===== src/rtl/bcsc_pkg.sv =====
/*
  shared constants of the bar-code serial capture block: serial framing,
  character codes, word packing and timing.
  assumes a single 125 MHz system clock and an 8E1 reader at 9600 baud.
*/
package bcsc_pkg;
  // system clock and line rate
  localparam int unsigned CLK_HZ = 125_000_000;
  localparam int unsigned BAUD = 9600;
  // bit time in clock cycles, derived from rate and clock
  localparam int unsigned BIT_CYCLES_DEF = CLK_HZ / BAUD;
  // bit counter width
  localparam int CNT_W = 16;
  // data bits per character
  localparam logic [3:0] DATA_BITS = 4'h8;
  // word address and data widths
  localparam int ADDR_W = 16;
  localparam int WORD_W = 16;
  // terminator and pad characters
  localparam logic [7:0] CHAR_CR = 8'h0d;
  localparam logic [7:0] CHAR_SPACE = 8'h20;
  // characters start one word above the count word
  localparam logic [ADDR_W-1:0] DATA_OFFSET = 16'h0001;
  // default longest stored code in bytes
  localparam logic [CNT_W-1:0] MAX_BYTES_DEF = 16'h0100;
  // capture states
  typedef enum logic [1:0] {ST_OFF, ST_RECV, ST_PAD, ST_CNT} bcsc_state_type;
  // receiver states
  typedef enum logic [2:0] {RX_IDLE, RX_START, RX_DATA, RX_PAR, RX_STOP} bcsc_rx_type;
endpackage


===== src/rtl/bcsc_capture.sv =====
/*
  bar-code capture: receives scanned codes on the screen-transfer serial
  port and packs them into consecutive words for the controller cpu.
  assumes the cpu side takes writes by valid/ready and the option strap
  comes from logic on the same clock.
*/
// Summary of operation
// - forward each scanned code as cpu word writes
// - count at base, bytes from base+1, low first
// - odd count: pad last upper byte with space
// - network option attached disables the reader function
// - reader data arrives on screen-transfer port
`timescale 1ns/1ns
module bcsc_capture import bcsc_pkg::*; #(
  parameter int unsigned BIT_CYCLES = BIT_CYCLES_DEF,
  parameter logic [CNT_W-1:0] MAX_BYTES = MAX_BYTES_DEF
) (
  input wire logic clk_in,
  input wire logic arst_n_in,
  input wire logic screen_rxd_in,
  input wire logic net_link_attached_in,
  input wire logic [ADDR_W-1:0] base_dev_in,
  input wire logic wr_ready_in,
  input wire logic err_clear_in,
  output logic wr_valid_out,
  output logic [ADDR_W-1:0] wr_addr_out,
  output logic [WORD_W-1:0] wr_data_out,
  output logic rts_out,
  output logic code_done_out,
  output logic parity_err_out,
  output logic frame_err_out,
  output logic overrun_err_out
);
  ////////////////////////////////////////////////////////////////////////
  // receiver on the screen-transfer port
  logic [7:0] rx_byte;
  logic rx_valid, rx_perr, rx_ferr;
  bcsc_uart_rx #(.BIT_CYCLES(BIT_CYCLES)) i_bcsc_uart_rx (
    .clk_in(clk_in),
    .arst_n_in(arst_n_in),
    .rxd_in(screen_rxd_in),
    .byte_out(rx_byte),
    .valid_out(rx_valid),
    .perr_out(rx_perr),
    .ferr_out(rx_ferr)
  );

  ////////////////////////////////////////////////////////////////////////
  // capture state
  bcsc_state_type state_q, state_d;
  logic [CNT_W-1:0] count_q; // bytes stored in this code
  logic [ADDR_W-1:0] idx_q; // next word index
  logic odd_q; // a low byte is waiting
  logic [7:0] lo_q; // the waiting low byte

  // decode of the incoming character
  wire byte_ok = rx_valid && !rx_perr && !rx_ferr;
  wire is_cr = (rx_byte == CHAR_CR);
  wire in_recv = (state_q == ST_RECV);
  // room left in the code and a free write slot
  wire room = (count_q < MAX_BYTES);
  wire wr_free = !wr_valid_out || wr_ready_in;
  // a data byte is taken only while there is room; an upper byte also needs a free write slot
  wire data_byte = in_recv && byte_ok && !is_cr;
  wire take_byte = data_byte && room && (!odd_q || wr_free);
  // which write is staged this cycle
  wire stage_word = take_byte && odd_q;
  wire stage_pad = (state_q == ST_PAD) && wr_free;
  wire stage_cnt = (state_q == ST_CNT) && wr_free;
  wire stage_any = stage_word || stage_pad || stage_cnt;
  // a good byte that cannot be placed is counted as overrun, unless the option is attached
  wire overrun = byte_ok && !net_link_attached_in && !take_byte && !(in_recv && is_cr);

  // word address: data words sit above the count word
  wire [ADDR_W-1:0] data_addr = base_dev_in + DATA_OFFSET + idx_q;
  wire [ADDR_W-1:0] wr_addr_d = stage_cnt ? base_dev_in : data_addr;
  wire [WORD_W-1:0] wr_data_d = stage_cnt ? WORD_W'(count_q) :
                                stage_pad ? {CHAR_SPACE, lo_q} :
                                {rx_byte, lo_q};
  wire wr_valid_d = !net_link_attached_in && (stage_any || (wr_valid_out && !wr_ready_in));
  wire rts_d = in_recv && !net_link_attached_in && !wr_valid_out;

  ////////////////////////////////////////////////////////////////////////
  // next state of the capture sequence
  always_comb begin
    state_d = state_q;
    case (state_q)
      ST_OFF: state_d = ST_RECV;
      ST_RECV: if (in_recv && byte_ok && is_cr) state_d = odd_q ? ST_PAD : ST_CNT;
      ST_PAD: if (wr_free) state_d = ST_CNT;
      ST_CNT: if (wr_free) state_d = ST_RECV;
      default: state_d = ST_OFF;
    endcase
    // option attached: function held off
    if (net_link_attached_in) state_d = ST_OFF;
  end

  ////////////////////////////////////////////////////////////////////////
  // sequence registers and byte packing
  always_ff @(posedge clk_in or negedge arst_n_in) begin
    if (!arst_n_in) begin
      state_q <= ST_OFF;
      count_q <= '0;
      idx_q <= '0;
      odd_q <= 1'b0;
      lo_q <= '0;
    end else begin
      state_q <= state_d;
      if (state_d == ST_OFF || stage_cnt) begin
        // new code starts empty
        count_q <= '0;
        idx_q <= '0;
        odd_q <= 1'b0;
      end else if (take_byte) begin
        // low byte first, then upper byte completes the word
        count_q <= count_q + 1'b1;
        odd_q <= !odd_q;
        if (!odd_q) lo_q <= rx_byte;
        if (odd_q) idx_q <= idx_q + 1'b1;
      end else if (stage_pad) begin
        idx_q <= idx_q + 1'b1;
      end
    end
  end

  ////////////////////////////////////////////////////////////////////////
  // cpu write staging and outputs
  always_ff @(posedge clk_in or negedge arst_n_in) begin
    if (!arst_n_in) begin
      wr_valid_out <= 1'b0;
      wr_addr_out <= '0;
      wr_data_out <= '0;
      rts_out <= 1'b0;
      code_done_out <= 1'b0;
    end else begin
      wr_valid_out <= wr_valid_d;
      if (stage_any) begin
        wr_addr_out <= wr_addr_d;
        wr_data_out <= wr_data_d;
      end
      // ready drops while a write waits or outside reception
      rts_out <= rts_d;
      code_done_out <= stage_cnt && !net_link_attached_in;
    end
  end

  ////////////////////////////////////////////////////////////////////////
  // sticky error flags: a new event beats a clear
  always_ff @(posedge clk_in or negedge arst_n_in) begin
    if (!arst_n_in) begin
      parity_err_out <= 1'b0;
      frame_err_out <= 1'b0;
      overrun_err_out <= 1'b0;
    end else begin
      parity_err_out <= (parity_err_out && !err_clear_in) || (rx_valid && rx_perr);
      frame_err_out <= (frame_err_out && !err_clear_in) || (rx_valid && rx_ferr);
      overrun_err_out <= (overrun_err_out && !err_clear_in) || overrun;
    end
  end
endmodule // bcsc_capture


===== src/rtl/bcsc_uart_rx.sv =====
/*
  asynchronous 8E1 character receiver.
  assumes the line idles high and arrives unsynchronised from a pin.
*/
`timescale 1ns/1ns
module bcsc_uart_rx import bcsc_pkg::*; #(
  parameter int unsigned BIT_CYCLES = BIT_CYCLES_DEF
) (
  input wire logic clk_in,
  input wire logic arst_n_in,
  input wire logic rxd_in,
  output logic [7:0] byte_out,
  output logic valid_out,
  output logic perr_out,
  output logic ferr_out
);
  // three-stage synchroniser and filtered line
  logic s1_q, s2_q, s3_q, line_q;
  bcsc_rx_type st_q;
  logic [CNT_W-1:0] cnt_q;
  logic [3:0] bit_q;
  logic [7:0] sh_q;
  logic perr_q;
  wire tick = (cnt_q == '0);
  wire [CNT_W-1:0] full_bit = CNT_W'(BIT_CYCLES - 1);
  wire [CNT_W-1:0] half_bit = CNT_W'(BIT_CYCLES / 2);

  ////////////////////////////////////////////////////////////////////////
  // synchroniser: line moves only when stages two and three agree
  always_ff @(posedge clk_in or negedge arst_n_in) begin
    if (!arst_n_in) begin
      s1_q <= 1'b1;
      s2_q <= 1'b1;
      s3_q <= 1'b1;
      line_q <= 1'b1;
    end else begin
      s1_q <= rxd_in;
      s2_q <= s1_q;
      s3_q <= s2_q;
      if (s2_q == s3_q) line_q <= s3_q;
    end
  end

  ////////////////////////////////////////////////////////////////////////
  // frame sequencer: start, eight data lsb first, even parity, stop
  always_ff @(posedge clk_in or negedge arst_n_in) begin
    if (!arst_n_in) begin
      st_q <= RX_IDLE;
      cnt_q <= '0;
      bit_q <= '0;
      sh_q <= '0;
      perr_q <= 1'b0;
      byte_out <= '0;
      valid_out <= 1'b0;
      perr_out <= 1'b0;
      ferr_out <= 1'b0;
    end else begin
      valid_out <= 1'b0;
      cnt_q <= tick ? full_bit : cnt_q - 1'b1;
      case (st_q)
        RX_IDLE: begin
          // falling edge: aim at mid start bit
          if (!line_q) begin
            st_q <= RX_START;
            cnt_q <= half_bit;
          end
        end
        RX_START: begin
          // glitch check at mid start bit
          if (tick) begin
            st_q <= line_q ? RX_IDLE : RX_DATA;
            bit_q <= '0;
          end
        end
        RX_DATA: begin
          if (tick) begin
            sh_q <= {line_q, sh_q[7:1]};
            bit_q <= bit_q + 1'b1;
            if (bit_q == DATA_BITS - 1'b1) st_q <= RX_PAR;
          end
        end
        RX_PAR: begin
          // even parity: parity bit equals xor of data
          if (tick) begin
            perr_q <= line_q ^ (^sh_q);
            st_q <= RX_STOP;
          end
        end
        RX_STOP: begin
          if (tick) begin
            byte_out <= sh_q;
            perr_out <= perr_q;
            ferr_out <= !line_q;
            valid_out <= 1'b1;
            st_q <= RX_IDLE;
          end
        end
        default: st_q <= RX_IDLE;
      endcase
    end
  end
endmodule // bcsc_uart_rx


===== config.mk =====
export PLATFORM = sky130hd
export DESIGN_NAME = bcsc_capture
export DESIGN_NICKNAME = d
export VERILOG_FILES = /design/src/rtl/bcsc_pkg.sv /design/src/rtl/bcsc_capture.sv /design/src/rtl/bcsc_uart_rx.sv
export SDC_FILE = /design/constraint.sdc
export NUM_CORES = 1
export LEC_CHECK = 0
export BUFFER_PORTS_ARGS = -buffer_cell sky130_fd_sc_hd__buf_4
export CAP_MARGIN = 10
export CORE_MARGIN = 10
export CORE_UTILIZATION = 42
export DETAILED_ROUTE_END_ITERATION = 10
export PLACE_DENSITY = 0.7
export SETUP_SLACK_MARGIN = 0.1
export SKIP_CTS_REPAIR_TIMING = 1
export SLEW_MARGIN = 10
export SYNTH_ARGS = -nofsm -noshare
export SYNTH_HDL_FRONTEND = slang
export SYNTH_SLANG_ARGS = --single-unit

===== constraint.sdc =====
create_clock -name clk_in -period 2.2 [get_ports clk_in]
set_input_delay 0.11 -clock clk_in [delete_from_list [all_inputs] [get_ports clk_in]]
set_output_delay 0.11 -clock clk_in [all_outputs]
set_load 0.005 [all_outputs]

# Word-level counts from Yosys, hierarchy flattened
# Index checks and enable logic that the tools add are counted.
dict set report classes {
  add_sub_neg 6
  n_mul 0
  div_mod_pow 0
  order_cmp 1
  n_eq_ne 17
  n_shift 0
  mux 33
  bitwise 3
  n_reduce_logical 59
}
# op count
set op_table {}
lappend op_table {{2-to-1 mux 16 bit} 12}
lappend op_table {{adder 16 x 1 -> 16 bit (second input constant)} 3}
lappend op_table {{logical AND 1 bit} 24}
lappend op_table {{2-to-1 mux 3 bit} 6}
lappend op_table {{adder 16 bit} 1}
lappend op_table {{logical NOT 16 bit} 1}
lappend op_table {{< comparator 16 x 9 -> 1 bit (second input constant)} 1}
lappend op_table {{subtractor 16 x 1 -> 16 bit (second input constant)} 1}
lappend op_table {{case mux 3 bit (5 select lines)} 1}
lappend op_table {{logical NOT 1 bit} 11}
lappend op_table {{2-to-1 mux 2 bit} 5}
lappend op_table {{!= test 2 x 1 -> 1 bit (second input constant)} 5}
lappend op_table {{logical OR 1 bit} 9}
lappend op_table {{== test 8 x 4 -> 1 bit (second input constant)} 1}
lappend op_table {{2-to-1 mux 4 bit} 2}
lappend op_table {{case mux 2 bit (4 select lines)} 1}
lappend op_table {{case mux 4 bit (2 select lines)} 1}
lappend op_table {{AND reduction 2 bit} 4}
lappend op_table {{parity 8 bit} 1}
lappend op_table {{== test 3 x 2 -> 1 bit (second input constant)} 2}
lappend op_table {{AND reduction 3 bit} 2}
lappend op_table {{AND reduction 6 bit} 1}
lappend op_table {{2-to-1 mux 1 bit} 5}
lappend op_table {{adder 4 x 1 -> 4 bit (second input constant)} 1}
lappend op_table {{14 further kinds} 18}
dict set report totals {
  reg_bits 128
  latch_bits 0
  ramBits 0
  romBits 0
  inputBits 22
  output_inout_bits 38
  word_cells 145
  memories 0
}

# Depth between registers and ports, before layout
dict set report logic_depth {
  word_depth 12
  depth_mapped 10
  mapped_depth_nobuf 10
}

# Modules after synthesis
# A second synthesis with hierarchy kept.
dict set report unflattened {
  hier_cells 642
  area_unflattened_um2 6551.3
}
# mod instances cells_each area_per_inst_um2 seq_area_each_um2
set by_module_without_submodules {}
lappend by_module_without_submodules {bcsc_capture 1 459 4346.7 2026.9}
lappend by_module_without_submodules {bcsc_uart_rx 1 183 2204.6 1181.1}

# Least setup slack after synthesis
# OpenSTA, ideal clock, no wires.
dict set report synth_timing {
  kind {reg-to-reg}
  start {reg idx_q[6]}
  end {reg wr_addr_out[15]}
  setup_time_ps 82
  arrival_ps 2186
  required_time_ps 2118
  path_slack_ps -68
  stages_incl_launch_ff 9
  path_buffers 0
  synth_period_minus_slack_ps 2268
  path_cell_list {dfrtp_1 > ha_1 > and3_1 > a22oi_1 > a21boi_0 > o21ai_0 > xnor2_1 > or3_1 > a31oi_1}
}
dict set report synth_between {
  elab_chain_len 2
}
# item line
set synth_rtl {}
lappend synth_rtl {{start, declared} bcsc_capture.sv:52} ;# logic [ADDR_W-1:0] idx_q;
lappend synth_rtl {{start signal, assigned} bcsc_capture.sv:119} ;# if (odd_q) idx_q <= idx_q + 1'b1;
lappend synth_rtl {{start signal, assigned} bcsc_capture.sv:121} ;# idx_q <= idx_q + 1'b1;
lappend synth_rtl {{adder 16 bit} bcsc_capture.sv:75} ;# wire [ADDR_W-1:0] data_addr = base_dev_in + DATA_OFFSET + idx_q;
lappend synth_rtl {{2-to-1 mux 16 bit} bcsc_capture.sv:76} ;# wire [ADDR_W-1:0] wr_addr_d = stage_cnt ? base_dev_in : data_addr;
lappend synth_rtl {{end signal, assigned} bcsc_capture.sv:138} ;# wr_addr_out <= wr_addr_d;
lappend synth_rtl {{end, declared} bcsc_capture.sv:26} ;# output logic [ADDR_W-1:0] wr_addr_out,
# No other way between the ends.
# A chain may end at the register's enable or synchronous reset.

# Worst setup path in the final report
dict set report layout_timing {
  start {reg idx_q[0]}
  end {reg wr_addr_out[14]}
}
# Same word-level chain as after synthesis.

==> flow_summary.toml <==
[pwr]
switching_share_pct = 23.6
internal-power_uw = 4270
combPwrFrac_pct = 7.5
p_clk_share_pct = 49.8
pwr-share-seq_pct = 42.7
vdd_drop_max_mv = 0.528
p_per_area_nw_per_um2 = 624
p_leak_uw = 0.00407
switching_power_uw = 1320

[sta]
rsz0062_at_grt = "yes"
slew_violations = 0
finalHoldViolations = 1
setup_ws_ps = -24.5
min_period_ps = 2220
tightest_slew_ps = 699
fmax_ghz = 0.450
setup_violations = 1
fin_crit_sh_pct = 101
fin_tns_setup_ps = -24.5
skew_ps = 7.76
holdWs_ps = -25.5
maxSlewHeadroom_pct = 53.4

[route]
num_vias = 5685
antenna_left = 0
first_iter_violations = 508
wl_per_cell_um = 16.5
firstDrtPassIters = 7
drc = 0
wirelength_um = 17400
vias_per_cell = 5.37

[min_path]
hp-start = "base_dev_in[5]"
min_path_type = "input port to flop"

[synthesis]
synth_xor_area_share_pct = 4.80
syn_inst = 690
yosysSeqAreaShare_pct = 48.8
synth_cell_types = 63
synth_top_area_share_pct = 47.2
synth_top_family_by_area = "simple AND/OR/NAND/NOR gates"
netlist_area_um2 = 6570
synthSimpleGateAreaFrac_pct = 21.3
synth-adder-area-share_pct = 4.27
synth_area_leader_cell = "dfrtp_1"
synth.area.mux_share_pct = 3.22
synth.area.top_cells = "dfrtp_1 47%, nand2_1 5.7%, nor2_1 4.2%"
async_reset_ff_share_pct = 100
avgSynthCellArea_um2 = 9.52
synth_flop_cell = "dfrtp_1"
synth_seq_cells = 128
synth_enable_flop_cells = 0
synth_warnings = 0
synth_nets = 733
synth_compound_area_share_pct = 14.7

[worst_setup_path]
worstSetupStartpointType = "flop"
arrival_ps = 2580
worst_setup_path_end_kind = "flop"
r2r-start = "idx_q[0]"
required_ps = 2550
crit_start = "idx_q[0]"
crit_type = "flop to flop"
crit_fanout = 3

[global_route]
grt_usage_pct = 15.4
antenna_found_initial = 0
grt_pass1_wl_um = 27200
grt_max_degree = 129
overflow = 0
grt_pass1_vias = 5348

[finish]
num_antenna_cells = 0
final_util_pct = 58.6
final_common_cell = "buf_4"
layout_common_cells = "138 x buf_4, 123 x dfrtp_1, 97 x nand2_1"
drive_above_1_share_pct = 32.1
nets = 877
areaGrowthSynthToFinish_pct = 36.2

[place]
gp_congestion = 0.840
port_buffers = 59
place_hpwl_um = 11400

[clock_network]
clockBufferDepth = 2
cts_tree = "built"
cts-buffers-inserted = 17
cts.clk_slew.worst_paths_ps = 60
cts-root-buf = "clkbuf_16"
htreeDepth = 4
cts_sinks = 128
clk_latency_ps = 420

[floorplan]
die_w_um = 145
start_util_pct = 43.1
core_area_um2 = 15300
rows = 45
ios = 60
dieArea_um2 = 21000
die_h_um = 145

[run_status]
status = "complete, but fails checks"
violations = "negative hold slack, negative setup slack"

[job]
drv_cap = 0
metrics by stage:
step	cells	total power (uW)	cell area, um2	hold slack (ps)	setup slack [ps]
finish	1058	5590	8950	-25.5	-24.5
global route	1058	5780	8950	4.32	-116
CTS	1030	5560	8310	-221	-124
detailed placement	998	2770	7720	220	-125
global placement	998	2770	7720	219	-75.7
floorplan	690	2600	6590	-186	24.7
metal layers:
layer	up-vias	track usage (%)	routed length, um
met2	161	22.5	8060
met4	0	6.72	337
li1	2739	-	-
met3	23	3.14	765
met1	2762	21.6	8250
met5	-	0	0
sequential cells by signal, summed over array words and instances (netlist names), 2 cells and up:
register,cells
wr_addr_out,16
i_bcsc_uart_rx.cnt_q,16
i_bcsc_uart_rx.sh_q,8
idx_q,16
wr_data_out,16
i_bcsc_uart_rx.st_q,3
count_q,16
state_q,2
i_bcsc_uart_rx.bit_q,4
lo_q,8
i_bcsc_uart_rx.byte_out,8
kinds of logic (layout without fill, tap and decap cells):
group,after synthesis,after routing
flops,128,128
simple gates,281,281
xor+xnor,36,36
fa+ha+maj,22,22
compound gates,157,157
buf+inv,47,204
mux,19,19
critical path, cell delays in order (launching register included):
cell and delay (ps):
dfrtp_1 350, inv_2 50, ha_4 160, fa_2 410
nor2b_4 150, o21bai_1 90, nand2_1 60, o41ai_1 60
buf_4 150, a221oi_4 270, mux2_4 330, nor2_2 80
area by class of cell:
type                            instances  area (um2)
Timing Repair Buffer                  157        1250
Clock inverter                         12         135
Clock buffer                           20         447
Sequential cell                       128        3210
Inverter                               15        56.3
Multi-Input combinational cell        515        3590
Fill cell                            1261        6310
Tap cell                              211         264
cells in the mapped netlist, drive strengths merged (2+ instances only):
cell type	n
dfrtp	124
nand2	101
nor2	74
a21oi	46
o21ai	46
clkbuf	27
xnor2	23
a31oi	21
nand3	21
ha	20
mux2	17
inv	15
nor3	13
xor2	13
nand4	12
and3	11
and2	10
o31ai	10
or3	9
nor4	8
nand2b	7
a21o	5
buf	5
nor4b	5
o211ai	5
dfstp	4
a22oi	3
nor3b	3
o21a	3
o22ai	3
a41oi	2
mux2i	2
nor2b	2
o311ai	2
o41ai	2
power by group through the flow:
stage | logic, uW | registers, uW | clock network, uW
6_report | 418 | 2390 | 2780
5_1_grt | 465 | 2390 | 2920
4_1_cts | 348 | 2390 | 2820
3_5_place_dp | 346 | 2430 | 0
3_3_place_gp | 345 | 2430 | 0
2_1_floorplan | 167 | 2430 | 0
worst paths after layout:
kind,cells after the start,end,slack [ps]
worst max-delay path,11,wr_addr_out[14],-20
worst min-delay path,3,wr_addr_out[5],-30
worst max register to register,11,wr_addr_out[14],-20
worst min register to register,0,i_bcsc_uart_rx.s2_q,350
max in group asynchronous,3,idx_q[11],1290
min in group asynchronous,3,i_bcsc_uart_rx.cnt_q[1],340
No activity file was read; power rests on OpenSTA's default activity.
